<file path="src/inc/acmp_defines.svh">
// register offsets, field positions, reset values and timing counts of the comparator block
`ifndef ACMP_DEFINES_SVH
`define ACMP_DEFINES_SVH
`define ACMP_REG_CTRL0_C1   8'h00
`define ACMP_REG_CTRL1_C1   8'h04
`define ACMP_REG_CTRL0_C2   8'h08
`define ACMP_REG_CTRL1_C2   8'h0c
`define ACMP_REG_MIRROR     8'h10
`define ACMP_REG_IRQ_FLAG   8'h14
`define ACMP_REG_IRQ_EN     8'h18
`define ACMP_REG_SHUTDOWN   8'h1c
`define ACMP_REG_ANALOG_SELECT      8'h20
`define ACMP_REG_PORT       8'h24
`define ACMP_C0_ENABLE      7
`define ACMP_C0_RESULT      6
`define ACMP_C0_INVERT      4
`define ACMP_C0_SPEED       2
`define ACMP_C0_HYS         1
`define ACMP_C0_SYNC        0
`define ACMP_C1_RISE        7
`define ACMP_C1_FALL        6
`define ACMP_C1_POS_LSB     3
`define ACMP_C1_NEG_LSB     0
`define ACMP_CTRL0_RESET    8'h04
`define ACMP_INSTR_DIV      2'h3
`define ACMP_RESP_OKAY      2'b00
`define ACMP_RESP_SLVERR    2'b10
`endif

</file>
<file path="src/inc/acmp_pkg.sv">
// types shared by the comparator control block
package acmp_pkg;
  typedef enum logic [2:0] {
    WR_COLLECT = 3'b001,
    WR_EXEC    = 3'b010,
    WR_RESP    = 3'b100
  } wr_state_t;

  typedef struct packed {
    logic [1:0]      en;
    logic [1:0]      inv;
    logic [1:0]      spd;
    logic [1:0]      hys;
    logic [1:0]      sync;
    logic [1:0]      rise_en;
    logic [1:0]      fall_en;
    logic [1:0][2:0] psel;
    logic [1:0][2:0] nsel;
    logic [1:0]      res;
    logic [1:0]      prev;
    logic [1:0]      pin;
    logic [1:0]      flag;
    logic [1:0]      irq_en;
    logic [1:0]      ase;
    logic [7:0]      analog_select;
    logic [1:0]      div;
    logic            t1_prev;
    logic            aw_have;
    logic            w_have;
    logic [7:0]      awaddr;
    logic [7:0]      wbyte;
    logic            wlane;
    wr_state_t       wst;
    logic            bvalid;
    logic [1:0]      bresp;
    logic            rvalid;
    logic [31:0]     rdata;
    logic [1:0]      rresp;
  } core_state_t;
endpackage

</file>
<file path="src/design/acmp_input_route.sv">
// input channel decode for one comparator: one connect strobe per analog source
module acmp_input_route (
  input  wire logic       enable_in,
  input  wire logic [2:0] pos_sel_in,
  input  wire logic [2:0] neg_sel_in,
  output logic      [3:0] pos_conn_out,
  output logic      [5:0] neg_conn_out
);
  // pos: 0 pin, 1 dac, 2 reference, 3 ground; neg: 0-3 pins, 4 reference, 5 ground
  always_comb begin
    pos_conn_out = 4'h0;
    neg_conn_out = 6'h00;
    if (enable_in) begin
      unique case (pos_sel_in)
        3'h0:    pos_conn_out = 4'h1;
        3'h5:    pos_conn_out = 4'h2;
        3'h6:    pos_conn_out = 4'h4;
        3'h7:    pos_conn_out = 4'h8;
        default: pos_conn_out = 4'h0;
      endcase
      unique case (neg_sel_in)
        3'h0:    neg_conn_out = 6'h01;
        3'h1:    neg_conn_out = 6'h02;
        3'h2:    neg_conn_out = 6'h04;
        3'h3:    neg_conn_out = 6'h08;
        3'h6:    neg_conn_out = 6'h10;
        3'h7:    neg_conn_out = 6'h20;
        default: neg_conn_out = 6'h00;
      endcase
    end
  end
endmodule

</file>
<file path="src/design/acmp_sync2.sv">
// two flip-flop synchroniser for levels entering from outside the clock domain
module acmp_sync2 #(
  parameter int W = 11
) (
  input  wire logic         clk_in,
  input  wire logic         rst_in,
  input  wire logic [W-1:0] d_in,
  output logic      [W-1:0] q_out
);
  typedef struct packed {
    logic [W-1:0] meta;
    logic [W-1:0] safe;
  } sync_state_t;

  sync_state_t st_r;
  sync_state_t st_nxt;

  // meta is read only by the second stage
  always_comb begin
    st_nxt      = st_r;
    st_nxt.meta = d_in;
    st_nxt.safe = st_r.meta;
  end

  always_ff @(posedge clk_in or posedge rst_in) begin
    if (rst_in) begin
      st_r <= '0;
    end else begin
      st_r <= st_nxt;
    end
  end

  assign q_out = st_r.safe;
endmodule

</file>
<file path="src/design/analog_comparator_digital_ctrl.sv">
// digital control, status and event logic of the two analog comparators
//
// The AXI4-Lite slave port and the register addresses were chosen for this implementation.
`include "acmp_defines.svh"
module analog_comparator_digital_ctrl (
  input  wire logic        SYS_CLK_IN,
  input  wire logic        RST_IN,
  input  wire logic [7:0]  S_AXI_AWADDR_IN,
  input  wire logic        S_AXI_AWVALID_IN,
  output logic             S_AXI_AWREADY_OUT,
  input  wire logic [31:0] S_AXI_WDATA_IN,
  input  wire logic [3:0]  S_AXI_WSTRB_IN,
  input  wire logic        S_AXI_WVALID_IN,
  output logic             S_AXI_WREADY_OUT,
  output logic [1:0]       S_AXI_BRESP_OUT,
  output logic             S_AXI_BVALID_OUT,
  input  wire logic        S_AXI_BREADY_IN,
  input  wire logic [7:0]  S_AXI_ARADDR_IN,
  input  wire logic        S_AXI_ARVALID_IN,
  output logic             S_AXI_ARREADY_OUT,
  output logic [31:0]      S_AXI_RDATA_OUT,
  output logic [1:0]       S_AXI_RRESP_OUT,
  output logic             S_AXI_RVALID_OUT,
  input  wire logic        S_AXI_RREADY_IN,
  input  wire logic [1:0]  CMP_RAW_IN,
  input  wire logic        T1_CLK_IN,
  input  wire logic [7:0]  PORT_PIN_IN,
  output logic [1:0]       CMP_ENABLE_OUT,
  output logic [1:0]       CMP_SPEED_OUT,
  output logic [1:0]       CMP_HYSTERESIS_EN_OUT,
  output logic [7:0]       POS_CONNECT_OUT,
  output logic [11:0]      NEG_CONNECT_OUT,
  output logic [1:0]       CMP_PIN_OUT,
  output logic [1:0]       TMR1_GATE_OUT,
  output logic [1:0]       SHUTDOWN_REQ_OUT,
  output logic [1:0]       CMP_IRQ_FLAG_OUT,
  output logic [1:0]       CMP_IRQ_REQ_OUT
);
  acmp_pkg::core_state_t st_r;
  acmp_pkg::core_state_t st_nxt;

  logic [10:0] sync_q;
  logic [1:0]  raw_s;
  logic [7:0]  pins_s;
  logic        t1_s;
  logic        icyc;
  logic        t1_fall;
  logic [1:0]  gated;
  logic [1:0]  rise;
  logic [1:0]  fall;
  logic [1:0]  set_ev;
  logic [1:0]  clr_ev;
  logic        aw_hs;
  logic        w_hs;
  logic        ar_hs;
  logic        wr_do;

  // pins, the timer clock and the analog decisions are all asynchronous here
  acmp_sync2 #(
    .W(11)
  ) u_sync (
    .clk_in (SYS_CLK_IN),
    .rst_in (RST_IN),
    .d_in   ({T1_CLK_IN, PORT_PIN_IN, CMP_RAW_IN}),
    .q_out  (sync_q)
  );

  assign raw_s  = sync_q[1:0];
  assign pins_s = sync_q[9:2];
  assign t1_s   = sync_q[10];

  // instruction cycle is every fourth system clock
  assign icyc    = (st_r.div == `ACMP_INSTR_DIV);
  assign t1_fall = st_r.t1_prev & ~t1_s;

  genvar gi;
  generate
    for (gi = 0; gi < 2; gi++) begin : g_cmp
      assign gated[gi] = (st_r.en[gi] & raw_s[gi]) ^ st_r.inv[gi];
      assign rise[gi]   = icyc & st_r.res[gi] & ~st_r.prev[gi];
      assign fall[gi]   = icyc & ~st_r.res[gi] & st_r.prev[gi];
      assign set_ev[gi] = (rise[gi] & st_r.rise_en[gi]) | (fall[gi] & st_r.fall_en[gi]);
      acmp_input_route u_route (
        .enable_in    (st_r.en[gi]),
        .pos_sel_in   (st_r.psel[gi]),
        .neg_sel_in   (st_r.nsel[gi]),
        .pos_conn_out (POS_CONNECT_OUT[gi*4 +: 4]),
        .neg_conn_out (NEG_CONNECT_OUT[gi*6 +: 6])
      );
    end
  endgenerate

  assign aw_hs = S_AXI_AWVALID_IN & S_AXI_AWREADY_OUT;
  assign w_hs  = S_AXI_WVALID_IN & S_AXI_WREADY_OUT;
  assign ar_hs = S_AXI_ARVALID_IN & S_AXI_ARREADY_OUT;
  assign wr_do = (st_r.wst == acmp_pkg::WR_EXEC);

  // only a write of zero clears a flag
  assign clr_ev = (wr_do && st_r.wlane && st_r.awaddr == `ACMP_REG_IRQ_FLAG) ?
                  ~st_r.wbyte[1:0] : 2'b00;

  function automatic logic [7:0] ctrl0_byte(input acmp_pkg::core_state_t s, input int i);
    ctrl0_byte = 8'h00;
    ctrl0_byte[`ACMP_C0_ENABLE] = s.en[i];
    ctrl0_byte[`ACMP_C0_RESULT] = s.res[i];
    ctrl0_byte[`ACMP_C0_INVERT] = s.inv[i];
    ctrl0_byte[`ACMP_C0_SPEED]  = s.spd[i];
    ctrl0_byte[`ACMP_C0_HYS]    = s.hys[i];
    ctrl0_byte[`ACMP_C0_SYNC]   = s.sync[i];
  endfunction

  function automatic logic [7:0] ctrl1_byte(input acmp_pkg::core_state_t s, input int i);
    ctrl1_byte = {s.rise_en[i], s.fall_en[i], s.psel[i], s.nsel[i]};
  endfunction

  function automatic logic [8:0] read_byte(input acmp_pkg::core_state_t s,
                                           input logic [7:0] a,
                                           input logic [7:0] pins);
    // bit 8 flags an unmapped address
    read_byte = 9'h000;
    unique case (a)
      `ACMP_REG_CTRL0_C1: read_byte[7:0] = ctrl0_byte(s, 0);
      `ACMP_REG_CTRL1_C1: read_byte[7:0] = ctrl1_byte(s, 0);
      `ACMP_REG_CTRL0_C2: read_byte[7:0] = ctrl0_byte(s, 1);
      `ACMP_REG_CTRL1_C2: read_byte[7:0] = ctrl1_byte(s, 1);
      `ACMP_REG_MIRROR:   read_byte[7:0] = {6'h00, s.res};
      `ACMP_REG_IRQ_FLAG: read_byte[7:0] = {6'h00, s.flag};
      `ACMP_REG_IRQ_EN:   read_byte[7:0] = {6'h00, s.irq_en};
      `ACMP_REG_SHUTDOWN: read_byte[7:0] = {6'h00, s.ase};
      `ACMP_REG_ANALOG_SELECT:    read_byte[7:0] = s.analog_select;
      `ACMP_REG_PORT:     read_byte[7:0] = pins & ~s.analog_select;
      default:            read_byte      = 9'h100;
    endcase
  endfunction

  always_comb begin
    logic [8:0] rb;
    logic       mapped;
    rb     = read_byte(st_r, S_AXI_ARADDR_IN, pins_s);
    mapped = 1'b0;
    st_nxt = st_r;
    st_nxt.div     = st_r.div + 2'h1;
    st_nxt.t1_prev = t1_s;
    for (int i = 0; i < 2; i++) begin
      if (icyc) begin
        st_nxt.res[i]  = gated[i];
        st_nxt.prev[i] = st_r.res[i];
      end
      // falling timer edge when synced, else follow
      if (!st_r.sync[i] || t1_fall) begin
        st_nxt.pin[i] = gated[i];
      end
      st_nxt.flag[i] = (st_r.flag[i] & ~clr_ev[i]) | set_ev[i];
    end
    // write channels, address and data in either order
    if (aw_hs) begin
      st_nxt.aw_have = 1'b1;
      st_nxt.awaddr  = S_AXI_AWADDR_IN;
    end
    if (w_hs) begin
      st_nxt.w_have = 1'b1;
      st_nxt.wbyte  = S_AXI_WDATA_IN[7:0];
      st_nxt.wlane  = S_AXI_WSTRB_IN[0];
    end
    unique case (st_r.wst)
      acmp_pkg::WR_COLLECT: begin
        if (st_r.aw_have && st_r.w_have) begin
          st_nxt.wst = acmp_pkg::WR_EXEC;
        end
      end
      acmp_pkg::WR_EXEC: begin
        for (int i = 0; i < 2; i++) begin
          if (st_r.awaddr == (i == 0 ? `ACMP_REG_CTRL0_C1 : `ACMP_REG_CTRL0_C2)) begin
            mapped = 1'b1;
            if (st_r.wlane) begin
              st_nxt.en[i]   = st_r.wbyte[`ACMP_C0_ENABLE];
              st_nxt.inv[i]  = st_r.wbyte[`ACMP_C0_INVERT];
              st_nxt.spd[i]  = st_r.wbyte[`ACMP_C0_SPEED];
              st_nxt.hys[i]  = st_r.wbyte[`ACMP_C0_HYS];
              st_nxt.sync[i] = st_r.wbyte[`ACMP_C0_SYNC];
            end
          end
          if (st_r.awaddr == (i == 0 ? `ACMP_REG_CTRL1_C1 : `ACMP_REG_CTRL1_C2)) begin
            mapped = 1'b1;
            if (st_r.wlane) begin
              st_nxt.rise_en[i] = st_r.wbyte[`ACMP_C1_RISE];
              st_nxt.fall_en[i] = st_r.wbyte[`ACMP_C1_FALL];
              st_nxt.psel[i]    = st_r.wbyte[`ACMP_C1_POS_LSB +: 3];
              st_nxt.nsel[i]    = st_r.wbyte[`ACMP_C1_NEG_LSB +: 3];
            end
          end
        end
        if (st_r.wlane) begin
          if (st_r.awaddr == `ACMP_REG_IRQ_EN) begin
            st_nxt.irq_en = st_r.wbyte[1:0];
          end
          if (st_r.awaddr == `ACMP_REG_SHUTDOWN) begin
            st_nxt.ase = st_r.wbyte[1:0];
          end
          if (st_r.awaddr == `ACMP_REG_ANALOG_SELECT) begin
            st_nxt.analog_select = st_r.wbyte;
          end
        end
        // read-only registers accept the write and ignore it
        mapped = mapped || (st_r.awaddr == `ACMP_REG_IRQ_EN) ||
                 (st_r.awaddr == `ACMP_REG_SHUTDOWN) || (st_r.awaddr == `ACMP_REG_ANALOG_SELECT) ||
                 (st_r.awaddr == `ACMP_REG_IRQ_FLAG) || (st_r.awaddr == `ACMP_REG_MIRROR) ||
                 (st_r.awaddr == `ACMP_REG_PORT);
        st_nxt.bresp   = mapped ? `ACMP_RESP_OKAY : `ACMP_RESP_SLVERR;
        st_nxt.bvalid  = 1'b1;
        st_nxt.aw_have = 1'b0;
        st_nxt.w_have  = 1'b0;
        st_nxt.wst     = acmp_pkg::WR_RESP;
      end
      acmp_pkg::WR_RESP: begin
        if (S_AXI_BREADY_IN) begin
          st_nxt.bvalid = 1'b0;
          st_nxt.wst    = acmp_pkg::WR_COLLECT;
        end
      end
    endcase
    // read answers one cycle after the address is taken
    if (st_r.rvalid && S_AXI_RREADY_IN) begin
      st_nxt.rvalid = 1'b0;
    end
    if (ar_hs) begin
      st_nxt.rvalid = 1'b1;
      st_nxt.rdata  = {24'h000000, rb[7:0]};
      st_nxt.rresp  = rb[8] ? `ACMP_RESP_SLVERR : `ACMP_RESP_OKAY;
    end
  end

  always_ff @(posedge SYS_CLK_IN or posedge RST_IN) begin
    if (RST_IN) begin
      st_r       <= '0;
      st_r.spd   <= 2'h3;
      st_r.wst   <= acmp_pkg::WR_COLLECT;
    end else begin
      st_r <= st_nxt;
    end
  end

  assign S_AXI_AWREADY_OUT = (st_r.wst == acmp_pkg::WR_COLLECT) & ~st_r.aw_have;
  assign S_AXI_WREADY_OUT  = (st_r.wst == acmp_pkg::WR_COLLECT) & ~st_r.w_have;
  assign S_AXI_BVALID_OUT  = st_r.bvalid;
  assign S_AXI_BRESP_OUT   = st_r.bresp;
  assign S_AXI_ARREADY_OUT = ~st_r.rvalid;
  assign S_AXI_RVALID_OUT  = st_r.rvalid;
  assign S_AXI_RDATA_OUT   = st_r.rdata;
  assign S_AXI_RRESP_OUT   = st_r.rresp;

  assign CMP_ENABLE_OUT        = st_r.en;
  assign CMP_SPEED_OUT         = st_r.spd;
  assign CMP_HYSTERESIS_EN_OUT = st_r.hys & st_r.en;
  assign CMP_PIN_OUT           = st_r.pin;
  assign TMR1_GATE_OUT         = st_r.pin;
  assign SHUTDOWN_REQ_OUT      = st_r.pin & st_r.ase;
  assign CMP_IRQ_FLAG_OUT      = st_r.flag;
  // the interrupt controller applies the master and global enables
  assign CMP_IRQ_REQ_OUT       = st_r.flag & st_r.irq_en;
endmodule

</file>
<file path="config.mk">
export PLATFORM = sky130hd
export DESIGN_NAME = analog_comparator_digital_ctrl
export DESIGN_NICKNAME = d
export VERILOG_FILES = /design/src/inc/acmp_pkg.sv /design/src/design/acmp_input_route.sv /design/src/design/acmp_sync2.sv /design/src/design/analog_comparator_digital_ctrl.sv
export VERILOG_INCLUDE_DIRS = /design/src /design/src/inc
export SDC_FILE = /design/constraint.sdc
export NUM_CORES = 1
export LEC_CHECK = 0
export BUFFER_PORTS_ARGS = -buffer_cell sky130_fd_sc_hd__buf_2
export CAP_MARGIN = 10
export CORE_MARGIN = 1
export CORE_UTILIZATION = 55
export DETAILED_ROUTE_END_ITERATION = 16
export GPL_TIMING_DRIVEN = 0
export PLACE_DENSITY_LB_ADDON = 0.08
export SYNTH_ARGS = -nofsm -noshare
export SYNTH_HDL_FRONTEND = slang
export SYNTH_SLANG_ARGS = --single-unit
</file>
<file path="constraint.sdc">
create_clock -name SYS_CLK_IN -period 6.4 [get_ports SYS_CLK_IN]
set_clock_uncertainty 0.1 [all_clocks]
set_input_delay 1.28 -clock SYS_CLK_IN [delete_from_list [all_inputs] [get_ports SYS_CLK_IN]]
set_output_delay 1.28 -clock SYS_CLK_IN [all_outputs]
set_load 0.01 [all_outputs]
</file>
==> results_dict.tcl <==
set metrics [dict create \
    synth-seq-cells 105 \
    leakage_nw 2.95 \
    p_int_w 0.00116 \
    required_ns 5.02 \
    relSlewSlack 0.516 \
    vias 3412 \
    crit_path_start_kind "flip-flop" \
    grt_max_degree 56 \
    core_area_um2 8680 \
    hold_buffers 0 \
    place_ws_ns 3.25 \
    synth_top_area_share 0.518 \
    die_h_um 96.7 \
    slowest_stage "dfstp_2" \
    switching_share 0.328 \
    finalSetupViolations 0 \
    drt-initial-drc-count 111 \
    row_count 34 \
    drive_gt1_frac 0.410 \
    clock_path_buffers 2 \
    grt_pass1_wl_um 16600 \
    multi_input_area_um2 1970 \
    tightest_slew_ns 0.720 \
    synth.most_common_cell "dfrtp_1" \
    outcome "complete, no violations" \
    antenna_found_initial 0 \
    rsz0062_at_grt "false" \
    gp_congestion 0.832 \
    fp.dieW_um 96.7 \
    cp_top_family "flip-flops" \
    dieArea_um2 9340 \
    synth-compound-area-share 0.0490 \
    num-fill-cells 699 \
    htree_num_levels 3 \
    cts_tree "done" \
    synth_cell_type_count 47 \
    async_reset_ff_frac 1.00 \
    finalNetCount 613 \
    synth_top_family_by_area "multiplexers" \
    via_per_inst 5.21 \
    final-seq-area_um2 2630 \
    r2r_start "st_r[57]$_DFFE_PP0P_" \
    synth_fa_ha_area_frac 0.00254 \
    diodes 0 \
    grt.overflow.total 0 \
    crit_chain "or3b_2, nor2_1, buf_2" \
    wl_per_cell_um 15.5 \
    cts_made_buffers 9 \
    clkTransAtPathRegs_ns 0.10 \
    clkPwrFrac 0.217 \
    slowest_delay_ns 0.63 \
    synth_top_area_cell "dfrtp_1" \
    worstSetupStartpoint "st_r[38]$_DFFE_PP1P_" \
    yosys.area_share.simple 0.140 \
    p_switching_w 0.000566 \
    ys.warnings.count 0 \
    fin_ws_ns 3.25 \
    slew_viol_final 0 \
    post_cts_buffers 0 \
    synth_top_cells_by_count "102 x dfrtp_1, 59 x mux2_2, 46 x buf_4, 33 x nand2_1, 26 x nor2_1" \
    synthXorXnorAreaFrac 0.00356 \
    p_total_w 0.00172 \
    clock.fmax_mhz 318 \
    final_area_um2 5800 \
    whs_ns 0.253 \
    ant_nets 0 \
    drc 0 \
    grtUsageTotal 0.227 \
    numPortBuffers 89 \
    hold_class "flip-flop to flip-flop" \
    combPwrFrac 0.238 \
    pwr-share-seq 0.546 \
    synth_area_um2 4930 \
    firstDrtPassIters 4 \
    hpwlAfterDp_um 7560 \
    grt_pass1_vias 3342 \
    syn_to_final_growth_pct 17.8 \
    place_area_um2 5630 \
    cts_resized 0 \
    period_share 0.492 \
    clk_latency_ns 0.37 \
    start_util 0.568 \
    layout_min_cycle_time_ns 3.15 \
    endpoint_kind "primary output" \
    clock_sinks 105 \
    clockRootBuffer "clkbuf_8" \
    hold_viol 0 \
    io_pins 147 \
    synth-seq-area-share 0.534 \
    worst-path-buf-inv 1 \
    synthFlopType "dfrtp_1" \
    p_per_area_nw_per_um2 297 \
    critical_path_class "flip-flop to primary output" \
    finalWirelength_um 10200 \
    synth_area_leaders "dfrtp_1 52%, mux2_2 13%, buf_4 7.0%" \
    path_max_fanout 9 \
    syn_inst 416 \
    crit_arrival_ns 1.77 \
    synth_mux_area_frac 0.184 \
    vdd_drop_max_v 0.000167 \
    syn_avg_cell_area_um2 11.8 \
    fin_tns_setup_ns 0 \
    synth_edf_count 0 \
    maxCapViolCount 0 \
    min_from "u_sync.st_nxt[2]$_DFF_PP0_" \
]
==> cell type report <==
cell class                      instances  share of cell area
Buffer                                 58              0.0675
Timing Repair Buffer                   90              0.0815
Multi-Input combinational cell        270               0.339
Tap cell                              108              0.0233
Clock buffer                           11              0.0226
Clock inverter                          5             0.00690
Inverter                                8             0.00561
Sequential cell                       105               0.453
==> state kept, by name, summed over array words and instances, names as in the netlist <==
register / count
CMP_ENABLE_OUT: 2
CMP_IRQ_FLAG_OUT: 2
CMP_PIN_OUT: 2
CMP_SPEED_OUT: 2
S_AXI_BRESP_OUT: 1
S_AXI_BVALID_OUT: 1
S_AXI_RDATA_OUT: 8
S_AXI_RRESP_OUT: 1
S_AXI_RVALID_OUT: 1
st_r: 63
u_sync.q_out: 11
u_sync.st_nxt: 11
==> power groups by stage <==
stage	registers, W	clock network (W)	logic (W)
after floorplan	0.000897	0	0.000323
after global placement	0.000944	0	0.000398
after detailed placement	0.000955	0	0.000414
after CTS	0.000941	0.000381	0.000415
after global routing	0.000963	0.000405	0.000454
final	0.000941	0.000374	0.000410
==> worst register-to-register path, delay by kind of cell, from the launching register on <==
| kind | cells | cell delay [ns] |
|---|---|---|
| AND/OR/NAND/NOR | 2 | 1.35 |
| flip-flops | 1 | 0.40 |
| multiplexers | 1 | 0.41 |
==> cell families (layout without fill, tap and decap cells) <==
| group | after synthesis | in the layout |
|---|---|---|
| flops | 105 | 105 |
| simple gates | 124 | 124 |
| other cells | 1 | 26 |
| fa+ha+maj | 1 | 1 |
| xor+xnor | 2 | 2 |
| mux | 78 | 78 |
| compound gates | 39 | 39 |
| buf+inv | 66 | 172 |
==> stage by stage <==
step | util | std cells
2_1_floorplan | - | 441
3_3_place_gp | 0.645 | 638
3_5_place_dp | 0.649 | 639
4_1_cts | 0.669 | 655
5_1_grt | 0.669 | 655
6_report | 0.669 | 655
==> per-layer routing <==
metal / track usage / up-vias / wire (um) / part of all wire
met3: 0.0390 / 9 / 464 / 0.046
met1: 0.297 / 1672 / 4430 / 0.44
met2: 0.391 / 96 / 5160 / 0.51
met5: 0 / - / 0 / 0
li1: - / 1635 / - / -
met4: 0.0643 / 0 / 108 / 0.011
==> placed cells by master (no fill, tap or decap), types with 3 or more instances in the layout <==
cell type / instances
a21oi_1: 10
a22oi_1: 5
mux2_2: 59
clkbuf_8: 9
mux4_2: 4
nand3_1: 5
conb_1: 26
nand2_1: 33
buf_4: 46
clkbuf_1: 13
nor2b_1: 9
nor3_1: 5
mux2i_1: 12
nor4b_1: 3
mux2_1: 3
dfrtp_1: 102
nor2_1: 26
buf_2: 90
nand2b_1: 10
nor3b_1: 3
dfstp_2: 3
and2_1: 6
nand3b_1: 5
nor4_1: 3
o31ai_1: 3
o21ai_0: 11
inv_1: 7
==> worst paths after layout <==
kind                       slack [ns]  cells past startpoint                      endpoint
min                              0.25                      0     u_sync.q_out[2]$_DFF_PP0_
max in group asynchronous        4.53                      3  CMP_SPEED_OUT[0]$_DFFE_PP1P_
min reg2reg                      0.25                      0     u_sync.q_out[2]$_DFF_PP0_
max reg2reg                      4.02                      3          st_r[88]$_DFFE_PP0P_
max                              3.25                      3              S_AXI_WREADY_OUT
min in group asynchronous        0.90                      2     u_sync.q_out[8]$_DFF_PP0_
(Power assumes the default switching activity.)
